### src/include/core_irq_defs.vh
// constants for the core interrupt, program counter, stack and indirect block
`ifndef CORE_IRQ_DEFS_VH
`define CORE_IRQ_DEFS_VH
// ----------------------------------------
// register indices (byte address = index * 4)
// ----------------------------------------
`define IDX_WINDOW     8'h00
`define IDX_PC_LOW     8'h02
`define IDX_POINTER    8'h04
`define IDX_PC_HIGH    8'h0A
`define IDX_IRQ_CTRL   8'h0B
`define IDX_PFLAG      8'h0C
`define IDX_OPTION     8'h81
`define IDX_PENABLE    8'h8C
`define IDX_PINSTATE   8'h91
// ----------------------------------------
// irq_control field positions
// ----------------------------------------
`define GLOBAL_EN_BIT   7
`define PERIPH_EN_BIT   6
`define TIMER_EN_BIT    5
`define EXT_EN_BIT      4
`define CHANGE_EN_BIT   3
`define TIMER_FLAG_BIT  2
`define EXT_FLAG_BIT    1
`define CHANGE_FLAG_BIT 0
// option register fields
`define EDGE_SEL_BIT   6
`define PULLUP_OFF_BIT 7
// ----------------------------------------
// reset values and fixed addresses
// ----------------------------------------
`define IRQ_CTRL_RESET 8'h00
`define OPTION_RESET   8'hFF
`define BYTE_ZERO      8'h00
`define PC_RESET       13'h0000
`define IRQ_VECTOR     13'h0004
`define RESP_OKAY      2'b00
`define RESP_SLVERR    2'b10
`endif

### src/verilog/core_irq_pc_stack_indirect.v
// core control: interrupt flags and gate, program counter, return stack, indirect access
// Contract
// - global enable bit 7 gates all interrupts
// - peripheral enable bit 6 gates peripheral interrupts
// - timer overflow sets bit 2; enable bit 5
// - external edge sets bit 1; enable bit 4
// - pin change sets bit 0; enable bit 3
// - flags set regardless of any enable
// - bits 7..1 reset zero, all read/write
// - pc 13 bits, low byte accessible only
// - every reset clears whole program counter
// - low byte write loads upper from holding<4:0>
// - call/jump use holding bits 4 and 3
// - paging bits load pc<12:11>, single page device
// - eight 13-bit entries, hidden pointer
// - push on call/irq, pop on returns
// - push and pop leave holding register alone
// - stack wraps as circular buffer
// - no overflow or underflow status
// - pointer zero: read 00h, write ignored
// - effective address is bank bit plus pointer
// - pin change covers three pins together
// - clear-pin mode: no change, reads 0, pullup
// - edge select picks rising or falling
`timescale 1ns/1ps
`default_nettype none
`include "core_irq_defs.vh"

module core_irq_pc_stack_indirect (
   input  wire        clk_sys,
   input  wire        reset,
   // axi4-lite slave
   input  wire [31:0] awaddr,
   input  wire [2:0]  awprot,
   input  wire        awvalid,
   output reg         awready,
   input  wire [31:0] wdata,
   input  wire [3:0]  wstrb,
   input  wire        wvalid,
   output reg         wready,
   output reg  [1:0]  bresp,
   output reg         bvalid,
   input  wire        bready,
   input  wire [31:0] araddr,
   input  wire [2:0]  arprot,
   input  wire        arvalid,
   output reg         arready,
   output reg  [31:0] rdata,
   output reg  [1:0]  rresp,
   output reg         rvalid,
   input  wire        rready,
   // instruction side strobes, one cycle each
   input  wire        instr_step,
   input  wire        call_instr,
   input  wire        jump_instr,
   input  wire        return_instr,
   input  wire        return_literal_instr,
   input  wire        return_from_irq_instr,
   input  wire        irq_take,
   input  wire [10:0] branch_target,
   // event sources
   input  wire        timer_ovf_event,
   input  wire [7:0]  periph_flag_set,
   input  wire        ext_irq_pin,
   input  wire        pin_zero,
   input  wire        pin_one,
   input  wire        pin_three,
   input  wire        master_clear_select,
   // core outputs
   output reg  [12:0] pc_value,
   output reg         irq_request,
   output reg  [2:0]  weak_pullup_enable
);

   // ----------------------------------------
   // state
   // ----------------------------------------
   reg  [7:0]  irq_control_reg;         // enables and event flags
   reg  [7:0]  periph_flag_reg;         // peripheral event flags
   reg  [7:0]  periph_enable_reg;       // peripheral enables
   reg  [7:0]  option_reg;              // edge select and pull-up control
   reg  [4:0]  pc_high_holding_reg;     // upper pc staging, bits 7..5 read 0
   reg  [7:0]  indirect_pointer_reg;    // indirect address low byte
   reg  [12:0] pc_reg;                  // program counter
   reg  [12:0] stack_mem [0:7];         // return stack entries
   reg  [2:0]  stack_ptr_reg;           // next free slot, not visible to software
   reg         ext_prev_reg;            // last sample of external pin
   reg  [2:0]  pins_prev_reg;           // last sample of change pins
   reg         primed_reg;              // first sample taken after reset
   // bus capture
   reg         aw_full_reg;
   reg         w_full_reg;
   reg  [31:0] aw_addr_reg;
   reg  [7:0]  w_data_reg;
   reg         w_lane_reg;              // low byte lane enabled
   integer     i;

   // ----------------------------------------
   // helper functions
   // ----------------------------------------
   // index from a byte address; upper bits must be zero to be mapped
   function addr_ok;
      input [31:0] a;
      begin
         addr_ok = (a[31:10] == 22'h00_0000);
      end
   endfunction

   // whether an index names a register
   function idx_mapped;
      input [7:0] idx;
      begin
         case (idx)
            `IDX_WINDOW, `IDX_PC_LOW, `IDX_POINTER, `IDX_PC_HIGH, `IDX_IRQ_CTRL,
            `IDX_PFLAG, `IDX_OPTION, `IDX_PENABLE, `IDX_PINSTATE: idx_mapped = 1'b1;
            default: idx_mapped = 1'b0;
         endcase
      end
   endfunction

   // window resolves to the pointer; bank bit is constant zero so it drops out
   function [7:0] eff_idx;
      input [7:0] idx;
      begin
         eff_idx = (idx == `IDX_WINDOW) ? indirect_pointer_reg : idx;
      end
   endfunction

   // read value of a resolved index; window itself and holes read zero
   function [7:0] reg_value;
      input [7:0] idx;
      begin
         case (idx)
            `IDX_PC_LOW:   reg_value = pc_reg[7:0];
            `IDX_POINTER:  reg_value = indirect_pointer_reg;
            `IDX_PC_HIGH:  reg_value = {3'b000, pc_high_holding_reg};
            `IDX_IRQ_CTRL: reg_value = irq_control_reg;
            `IDX_PFLAG:    reg_value = periph_flag_reg;
            `IDX_OPTION:   reg_value = option_reg;
            `IDX_PENABLE:  reg_value = periph_enable_reg;
            `IDX_PINSTATE: reg_value = {4'b0000, pin_three & ~master_clear_select,
                                        1'b0, pin_one, pin_zero};
            default:       reg_value = `BYTE_ZERO;
         endcase
      end
   endfunction

   // ----------------------------------------
   // write decode
   // ----------------------------------------
   wire [7:0] wr_idx    = aw_addr_reg[9:2];
   wire       wr_fire   = aw_full_reg & w_full_reg & ~bvalid;
   wire       wr_ok     = addr_ok(aw_addr_reg) & idx_mapped(wr_idx);
   wire [7:0] wr_eff    = eff_idx(wr_idx);
   // a write through a zero pointer lands on the window index and stores nothing
   wire       wr_en     = wr_fire & wr_ok & w_lane_reg;
   wire       wr_ctrl   = wr_en & (wr_eff == `IDX_IRQ_CTRL);
   wire       wr_pflag  = wr_en & (wr_eff == `IDX_PFLAG);
   wire       wr_pc_low = wr_en & (wr_eff == `IDX_PC_LOW);
   wire [7:0] rd_idx    = araddr[9:2];
   wire       rd_ok     = addr_ok(araddr) & idx_mapped(rd_idx);

   // ----------------------------------------
   // event detection
   // ----------------------------------------
   // pin three drops out of the change set in clear-pin mode
   wire [2:0] pins_now  = {pin_three & ~master_clear_select, pin_one, pin_zero};
   wire       pin_chg   = primed_reg & (pins_now != pins_prev_reg);
   wire       ext_rise  = ext_irq_pin & ~ext_prev_reg;
   wire       ext_fall  = ~ext_irq_pin & ext_prev_reg;
   wire       ext_evt   = primed_reg &
                          (option_reg[`EDGE_SEL_BIT] ? ext_rise : ext_fall);
   wire       do_return = return_instr | return_literal_instr | return_from_irq_instr;
   wire [2:0] sp_dec    = stack_ptr_reg - 3'd1;

   // ----------------------------------------
   // axi write channels
   // ----------------------------------------
   // address and data are held until both arrive, in either order
   always @(posedge clk_sys) begin
      if (reset) begin
         awready     <= 1'b0;
         wready      <= 1'b0;
         aw_full_reg <= 1'b0;
         w_full_reg  <= 1'b0;
         aw_addr_reg <= 32'h0000_0000;
         w_data_reg  <= `BYTE_ZERO;
         w_lane_reg  <= 1'b0;
         bvalid      <= 1'b0;
         bresp       <= `RESP_OKAY;
      end else begin
         if (awvalid & awready) begin
            aw_full_reg <= 1'b1;
            aw_addr_reg <= awaddr;
            awready     <= 1'b0;
         end else if (~aw_full_reg & ~bvalid) begin
            awready     <= 1'b1;
         end
         if (wvalid & wready) begin
            w_full_reg <= 1'b1;
            w_data_reg <= wdata[7:0];
            w_lane_reg <= wstrb[0];
            wready     <= 1'b0;
         end else if (~w_full_reg & ~bvalid) begin
            wready     <= 1'b1;
         end
         if (wr_fire) begin
            aw_full_reg <= 1'b0;
            w_full_reg  <= 1'b0;
            bvalid      <= 1'b1;
            bresp       <= wr_ok ? `RESP_OKAY : `RESP_SLVERR;
         end else if (bvalid & bready) begin
            bvalid      <= 1'b0;
         end
      end
   end

   // ----------------------------------------
   // axi read channel
   // ----------------------------------------
   // one read at a time; the value is latched at the address handshake
   always @(posedge clk_sys) begin
      if (reset) begin
         arready <= 1'b0;
         rvalid  <= 1'b0;
         rdata   <= 32'h0000_0000;
         rresp   <= `RESP_OKAY;
      end else begin
         if (arvalid & arready) begin
            arready <= 1'b0;
            rvalid  <= 1'b1;
            rdata   <= {24'h00_0000, rd_ok ? reg_value(eff_idx(rd_idx)) : `BYTE_ZERO};
            rresp   <= rd_ok ? `RESP_OKAY : `RESP_SLVERR;
         end else if (rvalid & rready) begin
            rvalid  <= 1'b0;
         end else if (~rvalid) begin
            arready <= 1'b1;
         end
      end
   end

   // ----------------------------------------
   // interrupt control and flags
   // ----------------------------------------
   // software write first, hardware events last so a set in the clear cycle wins
   always @(posedge clk_sys) begin
      if (reset) begin
         irq_control_reg   <= `IRQ_CTRL_RESET;
         periph_flag_reg   <= `BYTE_ZERO;
         periph_enable_reg <= `BYTE_ZERO;
         option_reg        <= `OPTION_RESET;
         ext_prev_reg      <= 1'b0;
         pins_prev_reg     <= 3'b000;
         primed_reg        <= 1'b0;
      end else begin
         ext_prev_reg  <= ext_irq_pin;
         pins_prev_reg <= pins_now;
         primed_reg    <= 1'b1;
         if (wr_ctrl) begin
            irq_control_reg <= w_data_reg;
         end
         if (wr_pflag) begin
            periph_flag_reg <= w_data_reg;
         end
         if (wr_en & (wr_eff == `IDX_PENABLE)) begin
            periph_enable_reg <= w_data_reg;
         end
         if (wr_en & (wr_eff == `IDX_OPTION)) begin
            option_reg <= w_data_reg;
         end
         // vectoring masks further interrupts until the interrupt return
         if (irq_take) begin
            irq_control_reg[`GLOBAL_EN_BIT] <= 1'b0;
         end else if (return_from_irq_instr) begin
            irq_control_reg[`GLOBAL_EN_BIT] <= 1'b1;
         end
         // flags rise on events whatever the enables say
         if (timer_ovf_event) begin
            irq_control_reg[`TIMER_FLAG_BIT] <= 1'b1;
         end
         if (ext_evt) begin
            irq_control_reg[`EXT_FLAG_BIT] <= 1'b1;
         end
         if (pin_chg) begin
            irq_control_reg[`CHANGE_FLAG_BIT] <= 1'b1;
         end
         periph_flag_reg <= (wr_pflag ? w_data_reg : periph_flag_reg) | periph_flag_set;
      end
   end

   // ----------------------------------------
   // interrupt request and pin outputs
   // ----------------------------------------
   // registered, so the request follows a flag or enable change by one cycle
   always @(posedge clk_sys) begin
      if (reset) begin
         irq_request        <= 1'b0;
         weak_pullup_enable <= 3'b000;
      end else begin
         irq_request <= irq_control_reg[`GLOBAL_EN_BIT] & (
                        (irq_control_reg[`TIMER_EN_BIT] & irq_control_reg[`TIMER_FLAG_BIT]) |
                        (irq_control_reg[`EXT_EN_BIT] & irq_control_reg[`EXT_FLAG_BIT]) |
                        (irq_control_reg[`CHANGE_EN_BIT] & irq_control_reg[`CHANGE_FLAG_BIT]) |
                        (irq_control_reg[`PERIPH_EN_BIT] &
                         (|(periph_enable_reg & periph_flag_reg))));
         // pull-ups enable on a low option bit; clear-pin mode keeps pin three up
         weak_pullup_enable <= {~option_reg[`PULLUP_OFF_BIT] | master_clear_select,
                                ~option_reg[`PULLUP_OFF_BIT],
                                ~option_reg[`PULLUP_OFF_BIT]};
      end
   end

   // ----------------------------------------
   // program counter and return stack
   // ----------------------------------------
   // priority: vector, call, jump, return, low byte write, step
   // no stack action touches the holding register, and wrap is silent
   always @(posedge clk_sys) begin
      if (reset) begin
         pc_reg               <= `PC_RESET;
         pc_value             <= `PC_RESET;
         stack_ptr_reg        <= 3'd0;
         pc_high_holding_reg  <= 5'd0;
         indirect_pointer_reg <= `BYTE_ZERO;
         for (i = 0; i < 8; i = i + 1) begin
            stack_mem[i] <= `PC_RESET;
         end
      end else begin
         if (wr_en & (wr_eff == `IDX_PC_HIGH)) begin
            pc_high_holding_reg <= w_data_reg[4:0];
         end
         if (wr_en & (wr_eff == `IDX_POINTER)) begin
            indirect_pointer_reg <= w_data_reg;
         end
         if (irq_take) begin
            stack_mem[stack_ptr_reg] <= pc_reg;
            stack_ptr_reg            <= stack_ptr_reg + 3'd1;
            pc_reg                   <= `IRQ_VECTOR;
            pc_value                 <= `IRQ_VECTOR;
         end else if (call_instr) begin
            // paging bits feed the top two bits; one page, so they only reach the counter
            stack_mem[stack_ptr_reg] <= pc_reg + 13'd1;
            stack_ptr_reg            <= stack_ptr_reg + 3'd1;
            pc_reg                   <= {pc_high_holding_reg[4:3], branch_target};
            pc_value                 <= {pc_high_holding_reg[4:3], branch_target};
         end else if (jump_instr) begin
            pc_reg   <= {pc_high_holding_reg[4:3], branch_target};
            pc_value <= {pc_high_holding_reg[4:3], branch_target};
         end else if (do_return) begin
            pc_reg        <= stack_mem[sp_dec];
            pc_value      <= stack_mem[sp_dec];
            stack_ptr_reg <= sp_dec;
         end else if (wr_pc_low) begin
            pc_reg   <= {pc_high_holding_reg, w_data_reg};
            pc_value <= {pc_high_holding_reg, w_data_reg};
         end else if (instr_step) begin
            pc_reg   <= pc_reg + 13'd1;
            pc_value <= pc_reg + 13'd1;
         end
      end
   end

endmodule
`default_nettype wire

### config.mk
export PLATFORM = sky130hd
export DESIGN_NAME = core_irq_pc_stack_indirect
export DESIGN_NICKNAME = d
export VERILOG_FILES = /design/src/verilog/core_irq_pc_stack_indirect.v
export VERILOG_INCLUDE_DIRS = /design/src /design/src/include
export SDC_FILE = /design/constraint.sdc
export NUM_CORES = 1
export LEC_CHECK = 0
export ABC_AREA = 1
export ABC_CLOCK_PERIOD_IN_PS = 3940
export BUFFER_PORTS_ARGS = -buffer_cell sky130_fd_sc_hd__buf_2
export CAP_MARGIN = 30
export CELL_PAD_IN_SITES_DETAIL_PLACEMENT = 1
export CELL_PAD_IN_SITES_GLOBAL_PLACEMENT = 1
export CORE_ASPECT_RATIO = 0.5
export CORE_MARGIN = 2
export CORE_UTILIZATION = 45
export DETAILED_ROUTE_END_ITERATION = 8
export PLACE_DENSITY = 0.89
export SLEW_MARGIN = 10
export SYNTH_ARGS = -nofsm -noshare
export SYNTH_HDL_FRONTEND = slang
export SYNTH_SLANG_ARGS = --single-unit
### constraint.sdc
create_clock -name clk_sys -period 3.94 [get_ports clk_sys]
set_clock_uncertainty 0.2 [all_clocks]
set_input_delay 0.788 -clock clk_sys [delete_from_list [all_inputs] [get_ports clk_sys]]
set_output_delay 0.788 -clock clk_sys [all_outputs]
set_load 0.02 [all_outputs]
## Word level (Yosys, flattened, before mapping)

Memory sizes are Yosys's and may differ from the RTL's.
Index checks and enable logic that the tools add are counted.

| storage, ports and cells | value |
|---|---|
| bits of input ports | 145 |
| word-level logic and storage cells | 183 |
| bits in writable memories | 104 |
| memories kept | 1 |
| register bits | 130 |

Memories:

| memory | words | bits a word | rd ports | clocked after memory_dff | write ports | RTL line | text |
|---|---|---|---|---|---|---|---|
| stack_mem | 8 | 13 | 1 | 0 | 8 | core_irq_pc_stack_indirect.v:85 | `reg [12:0] stack_mem [0:7];` |

| operators by class | value |
|---|---|
| reductions and logical operators | 24 |
| eq/ne operators | 33 |
| muxes and demuxes | 43 |
| bitwise operators | 48 |
| $add $sub $neg | 3 |

Operator list:

| cell | number |
|---|---|
| == test 8 x 4 -> 1 bit (second input constant) | 12 |
| two-way mux 13 bit | 7 |
| == test 8 bit (second input constant) | 11 |
| one-hot mux 8 bit (8 select lines) | 1 |
| zero test 22 bit | 2 |
| two-way mux 8 bit | 5 |
| == test 8 x 2 -> 1 bit (second input constant) | 4 |
| == test 8 x 3 -> 1 bit (second input constant) | 4 |
| bitwise AND 1 bit | 30 |
| two-way mux 1 bit | 22 |
| two-way mux 3 bit | 6 |
| OR reduction 9 bit | 2 |
| zero test 8 bit | 2 |
| adder 13 x 1 -> 13 bit (second input constant) | 1 |
| OR reduction 13 bit | 1 |
| nonzero test 2 bit | 6 |
| OR reduction 2 bit | 5 |
| NOT 1 bit | 9 |
| bitwise AND 8 bit | 1 |
| OR 8 bit | 1 |
| OR reduction 8 bit | 1 |
| OR 1 bit | 7 |
| nonzero test 6 bit | 1 |
| nonzero test 5 bit | 1 |
| other kinds (7) | 9 |

## Depth between registers and ports, before layout

| logic depth | value |
|---|---|
| word-level depth | 12 |
| mapped depth | 16 |
| mapped depth without buffers | 14 |

## Worst setup path before layout

OpenSTA, ideal clock, no wires.

| timing path | value |
|---|---|
| path type | input to register |
| start point | input reset |
| end point | memory stack_mem[1][0], enable pin |
| arrival | 2.148 ns |
| stages on the path | 7 |
| slack | 1.250 ns |
| path through | clkbuf_1 inv_1 o21ai_0 nor2_1 nand2_1 clkbuf_1 nand2_1 |

RTL lines:

| item | RTL line | text |
|---|---|---|
| start, declared | core_irq_pc_stack_indirect.v:31 | `input wire reset,` |
| end, declared | core_irq_pc_stack_indirect.v:85 |  |

## Final worst setup path

| timing path | value |
|---|---|
| start point | register stack_ptr_reg[1] |
| end point | register pc_reg[7] |

| on the way | value |
|---|---|
| word-level cells in the longest chain between the ends | 5 |

RTL lines:

| item | RTL line | text |
|---|---|---|
| start, declared | core_irq_pc_stack_indirect.v:86 | `reg [2:0] stack_ptr_reg;` |
| start signal, assigned | core_irq_pc_stack_indirect.v:337 | `stack_ptr_reg <= stack_ptr_reg + 3'd1;` |
| start signal, assigned | core_irq_pc_stack_indirect.v:343 | `stack_ptr_reg <= stack_ptr_reg + 3'd1;` |
| start signal, assigned | core_irq_pc_stack_indirect.v:352 | `stack_ptr_reg <= sp_dec;` |
| subtractor 3 x 1 -> 3 bit | core_irq_pc_stack_indirect.v:174 | `wire [2:0] sp_dec = stack_ptr_reg - 3'd1;` |
| memory read (8 x 13 bit) | n/a |  |
| two-way mux 13 bit | core_irq_pc_stack_indirect.v:349 | `end else if (do_return) begin` |
| two-way mux 13 bit | core_irq_pc_stack_indirect.v:346 | `end else if (jump_instr) begin` |
| two-way mux 13 bit | core_irq_pc_stack_indirect.v:340 | `end else if (call_instr) begin` |
| end signal, assigned | core_irq_pc_stack_indirect.v:344 | `pc_reg <= {pc_high_holding_reg[4:3], branch_target};` |
| end signal, assigned | core_irq_pc_stack_indirect.v:347 | `pc_reg <= {pc_high_holding_reg[4:3], branch_target};` |
| end signal, assigned | core_irq_pc_stack_indirect.v:350 | `pc_reg <= stack_mem[sp_dec];` |
| end, declared | core_irq_pc_stack_indirect.v:84 | `reg [12:0] pc_reg;` |

No other way between the ends.
A chain may end at the register's enable or synchronous reset.

==> results by group <==
STA
  • Fmax: between 0.3 and 0.4 GHz
  • Slew HR: 0.325
  • RSZ-0062 raised after global routing: false
  • Setup TNS: 0 ps
  • Final Slew Violations: 0
  • Worst slew pin tran: 1010 ps
  • Worst setup margin: 705 ps
  • Hold Fails Final Rpt: 0
  • Final min period: about 3200 ps
  • # setup viols final: 0
  • Fin crit share: 0.821

Drt
  • # DRC: 0
  • Router iterations before antenna repair: 5
  • Max Used Layer: met4
  • Routed via count: 10,857
  • ANT nets after route: 0
  • Met2 WL: 18,500 um
  • DRT iter0 DRCs: about 960
  • Via density per instance: between 5 and 6
  • WL/cell: 19.7 um
  • Detailed Route WL: 37,900 um
  • Wl on met1: 15,300 um
  • WL met3: about 2500 um

Clocking
  • CTS buffer count: 23
  • Latest clock arrival within the worst-skew pair: 520 ps
  • Clock transition at path regs: 70 ps
  • CTS Buffer Depth: 3
  • Post-CTS Resized: 0
  • Hold_buf cts: 0
  • CTS tree: yes
  • Clock Sinks: between 200 and 250
  • H-tree depth: 1
  • Root Buffer: clkbuf_16
  • Post-CTS Setup Inserts: 0

Setup path
  • Worst-path maximum fanout: 27
  • Worst path slowest cell: inv_1
  • Slowest stage delay, CP: roughly 700 ps
  • Required @ worst endpoint: 4190 ps
  • Launch point of the critical path: stack_ptr_reg[1]$_SDFFE_PP0P_
  • Crit-path cells: inv_1 -> ha_1 -> buf_4 -> inv_1 -> o21ai_0 -> o221ai_1 -> nand3_1 -> nand2_1 -> inv_1 -> nand2_1 -> nand2_1 -> a21oi_1
  • RR Startpoint: stack_ptr_reg[1]$_SDFFE_PP0P_
  • Critical Path Start Type: flop
  • CP bufs+invs: 4
  • Crit path arrival time: roughly 3500 ps
  • Crit path max-delay family: buffers and inverters
  • Setup CP Type: reg2reg
  • Worst setup EP type: flop

GRT
  • Congestion Overflow GR: 0
  • Vias in the first global route: 11,286
  • Total GRT Usage: 0.279
  • Initial antenna violation count: 0
  • Largest net degree at the start of global routing: 88
  • Global-route wire length before repair: 59,300 um

Logic synthesis
  • Prevailing post-synth register cell: dfxtp_1
  • Post-synth EDFFs: 104
  • Synth top area cells: edfxtp_1 27%, dfxtp_1 22%, nor2_1 10%
  • Asr flop ratio synth: 0
  • Yosys top cell area share: 0.272
  • Sequential element share of the synthesized area: 0.490
  • Synthesis Warnings: 0
  • Netlist cell types: 48
  • Post-synth top area cell: edfxtp_1
  • Syn Area/Cell: around 7.9 um^2
  • Register bit total from synthesis: 229
  • Cells after Synth: 1,444
  • Cell area after synthesis: 11,500 um^2

Finish
  • Largest register FFs: 104
  • Final Non-Filler Cells: 1,921
  • Final Net Count: 1,709
  • Antenna Cells: 0
  • Fillers: roughly 3,100
  • Multi-input logic area: 5020 um^2
  • Reg area: around 5600 um^2
  • Layout cells sized above 1: 0.166
  • Area Overhead vs Synth: 14.2%

Floorplanning
  • Die area: 26,900 um^2
  • Core Region: 25,100 um^2
  • Top-Level Pins: a little over 200
  • Site Rows: 41
  • Die Width: approximately 230 um
  • Die Y: around 120 um
  • Initial Util: 0.457

Hold path
  • Hold Path Class: reg2reg
  • Hold_sp: rdata[0]$_SDFFE_PP0P_

Placement
  • Final GP Congestion: 0.921
  • IO Port Bufs: roughly 140
  • Placed cells: 1,880
  • DPL Wire Length: 26,500 um
  • Pre-CTS setup slack: 638 ps

Pwr
  • LEAKAGE: 0.00554 uW
  • Pwr dens: 449 nW/um^2
  • Worst VDD drop: 0.233 mV
  • Overall power: 5880 uW

Run status
  • Status: completed

Run
  • Max cap viols: 0
## stage by stage
step | hold WS, ps | util | cell area (um^2)
after floorplan | 226 | - | 11600
final | 252 | 0.521 | 13100
after detailed placement | 242 | 0.492 | 12400
after CTS | 257 | 0.521 | 13100
after global routing | 282 | 0.521 | 13100
after global placement | 243 | 0.492 | 12400
## synthesized netlist by cell type (26+ instances only)
cell type	n
clkbuf_1	49
edfxtp_1	104
a21oi_1	46
nand3_1	86
dfxtp_1	125
inv_1	106
o21ai_1	33
o221ai_1	26
nand2_1	209
nor2_1	317
buf_4	32
o21ai_0	138
## kinds of logic (layout without fill, tap and decap cells)
kind of cell / count (synthesis) / count (layout) / synth area share
buffers and inverters: 208 / 316 / 0.0809
AO/OA/AOI/OAI: 299 / 299 / 0.154
flip-flops: 229 / 229 / 0.490
XOR/XNOR: 17 / 17 / 0.0130
adder cells (fa/ha/maj): 3 / 3 / 0.00327
multiplexers: 1 / 1 / 0.000872
other: 1 / 26 / 0.000327
AND/OR/NAND/NOR: 686 / 686 / 0.257
## placed cells by master (no fill, tap or decap), types with 10 or more instances in the layout
master     Yosys  final
dfxtp_1      125    125
buf_4         32     21
nor2_1       317    317
inv_1        106    105
nor2_2        11     11
nand2_2       13     13
a21oi_1       46     46
nand3_1       86     86
edfxtp_1     104    104
o21ai_1       33     33
buf_2          9    139
clkbuf_16      0     23
o21bai_1      18     18
conb_1         1     26
o221ai_1      26     26
or2_2         10     10
xor2_1        15     15
o21ai_0      138    138
nand2_1      209    209
## worst paths after layout
kind                            endpoint  slack (ps)  cells past startpoint
setup / recovery  pc_reg[7]$_SDFFE_PP0P_         710                     12
hold / removal     rdata[0]$_SDFFE_PP0P_         250                      2
setup reg to reg  pc_reg[7]$_SDFFE_PP0P_         710                     12
hold reg to reg    rdata[0]$_SDFFE_PP0P_         250                      2
## cell type report
type / count / share of cell area
clock buffer: 31 / 0.0477
clock inverter: 10 / 0.00907
inverter: 115 / 0.0330
multi-input combinational: 1032 / 0.383
sequential: 229 / 0.429
tap: 344 / 0.0328
timing repair buffer: 160 / 0.0651
## worst min-delay path, delay by kind of cell (launching register included)
kind	cells	cell delay, ps
DFF	1	310
and+or+nand+nor	2	100
## power by group
part,internal (uW),switching [uW],total [uW]
clock,1260,976,2230
combinational,287,684,970
sequential,2610,74.5,2680
total,4150,1730,5880
## per-layer routing
metal	up-vias	GRT usage
met5	-	0
met1	5298	0.338
met2	439	0.501
li1	5003	-
met4	0	0.132
met3	117	0.0419
Power figures use the tool's default switching activity.
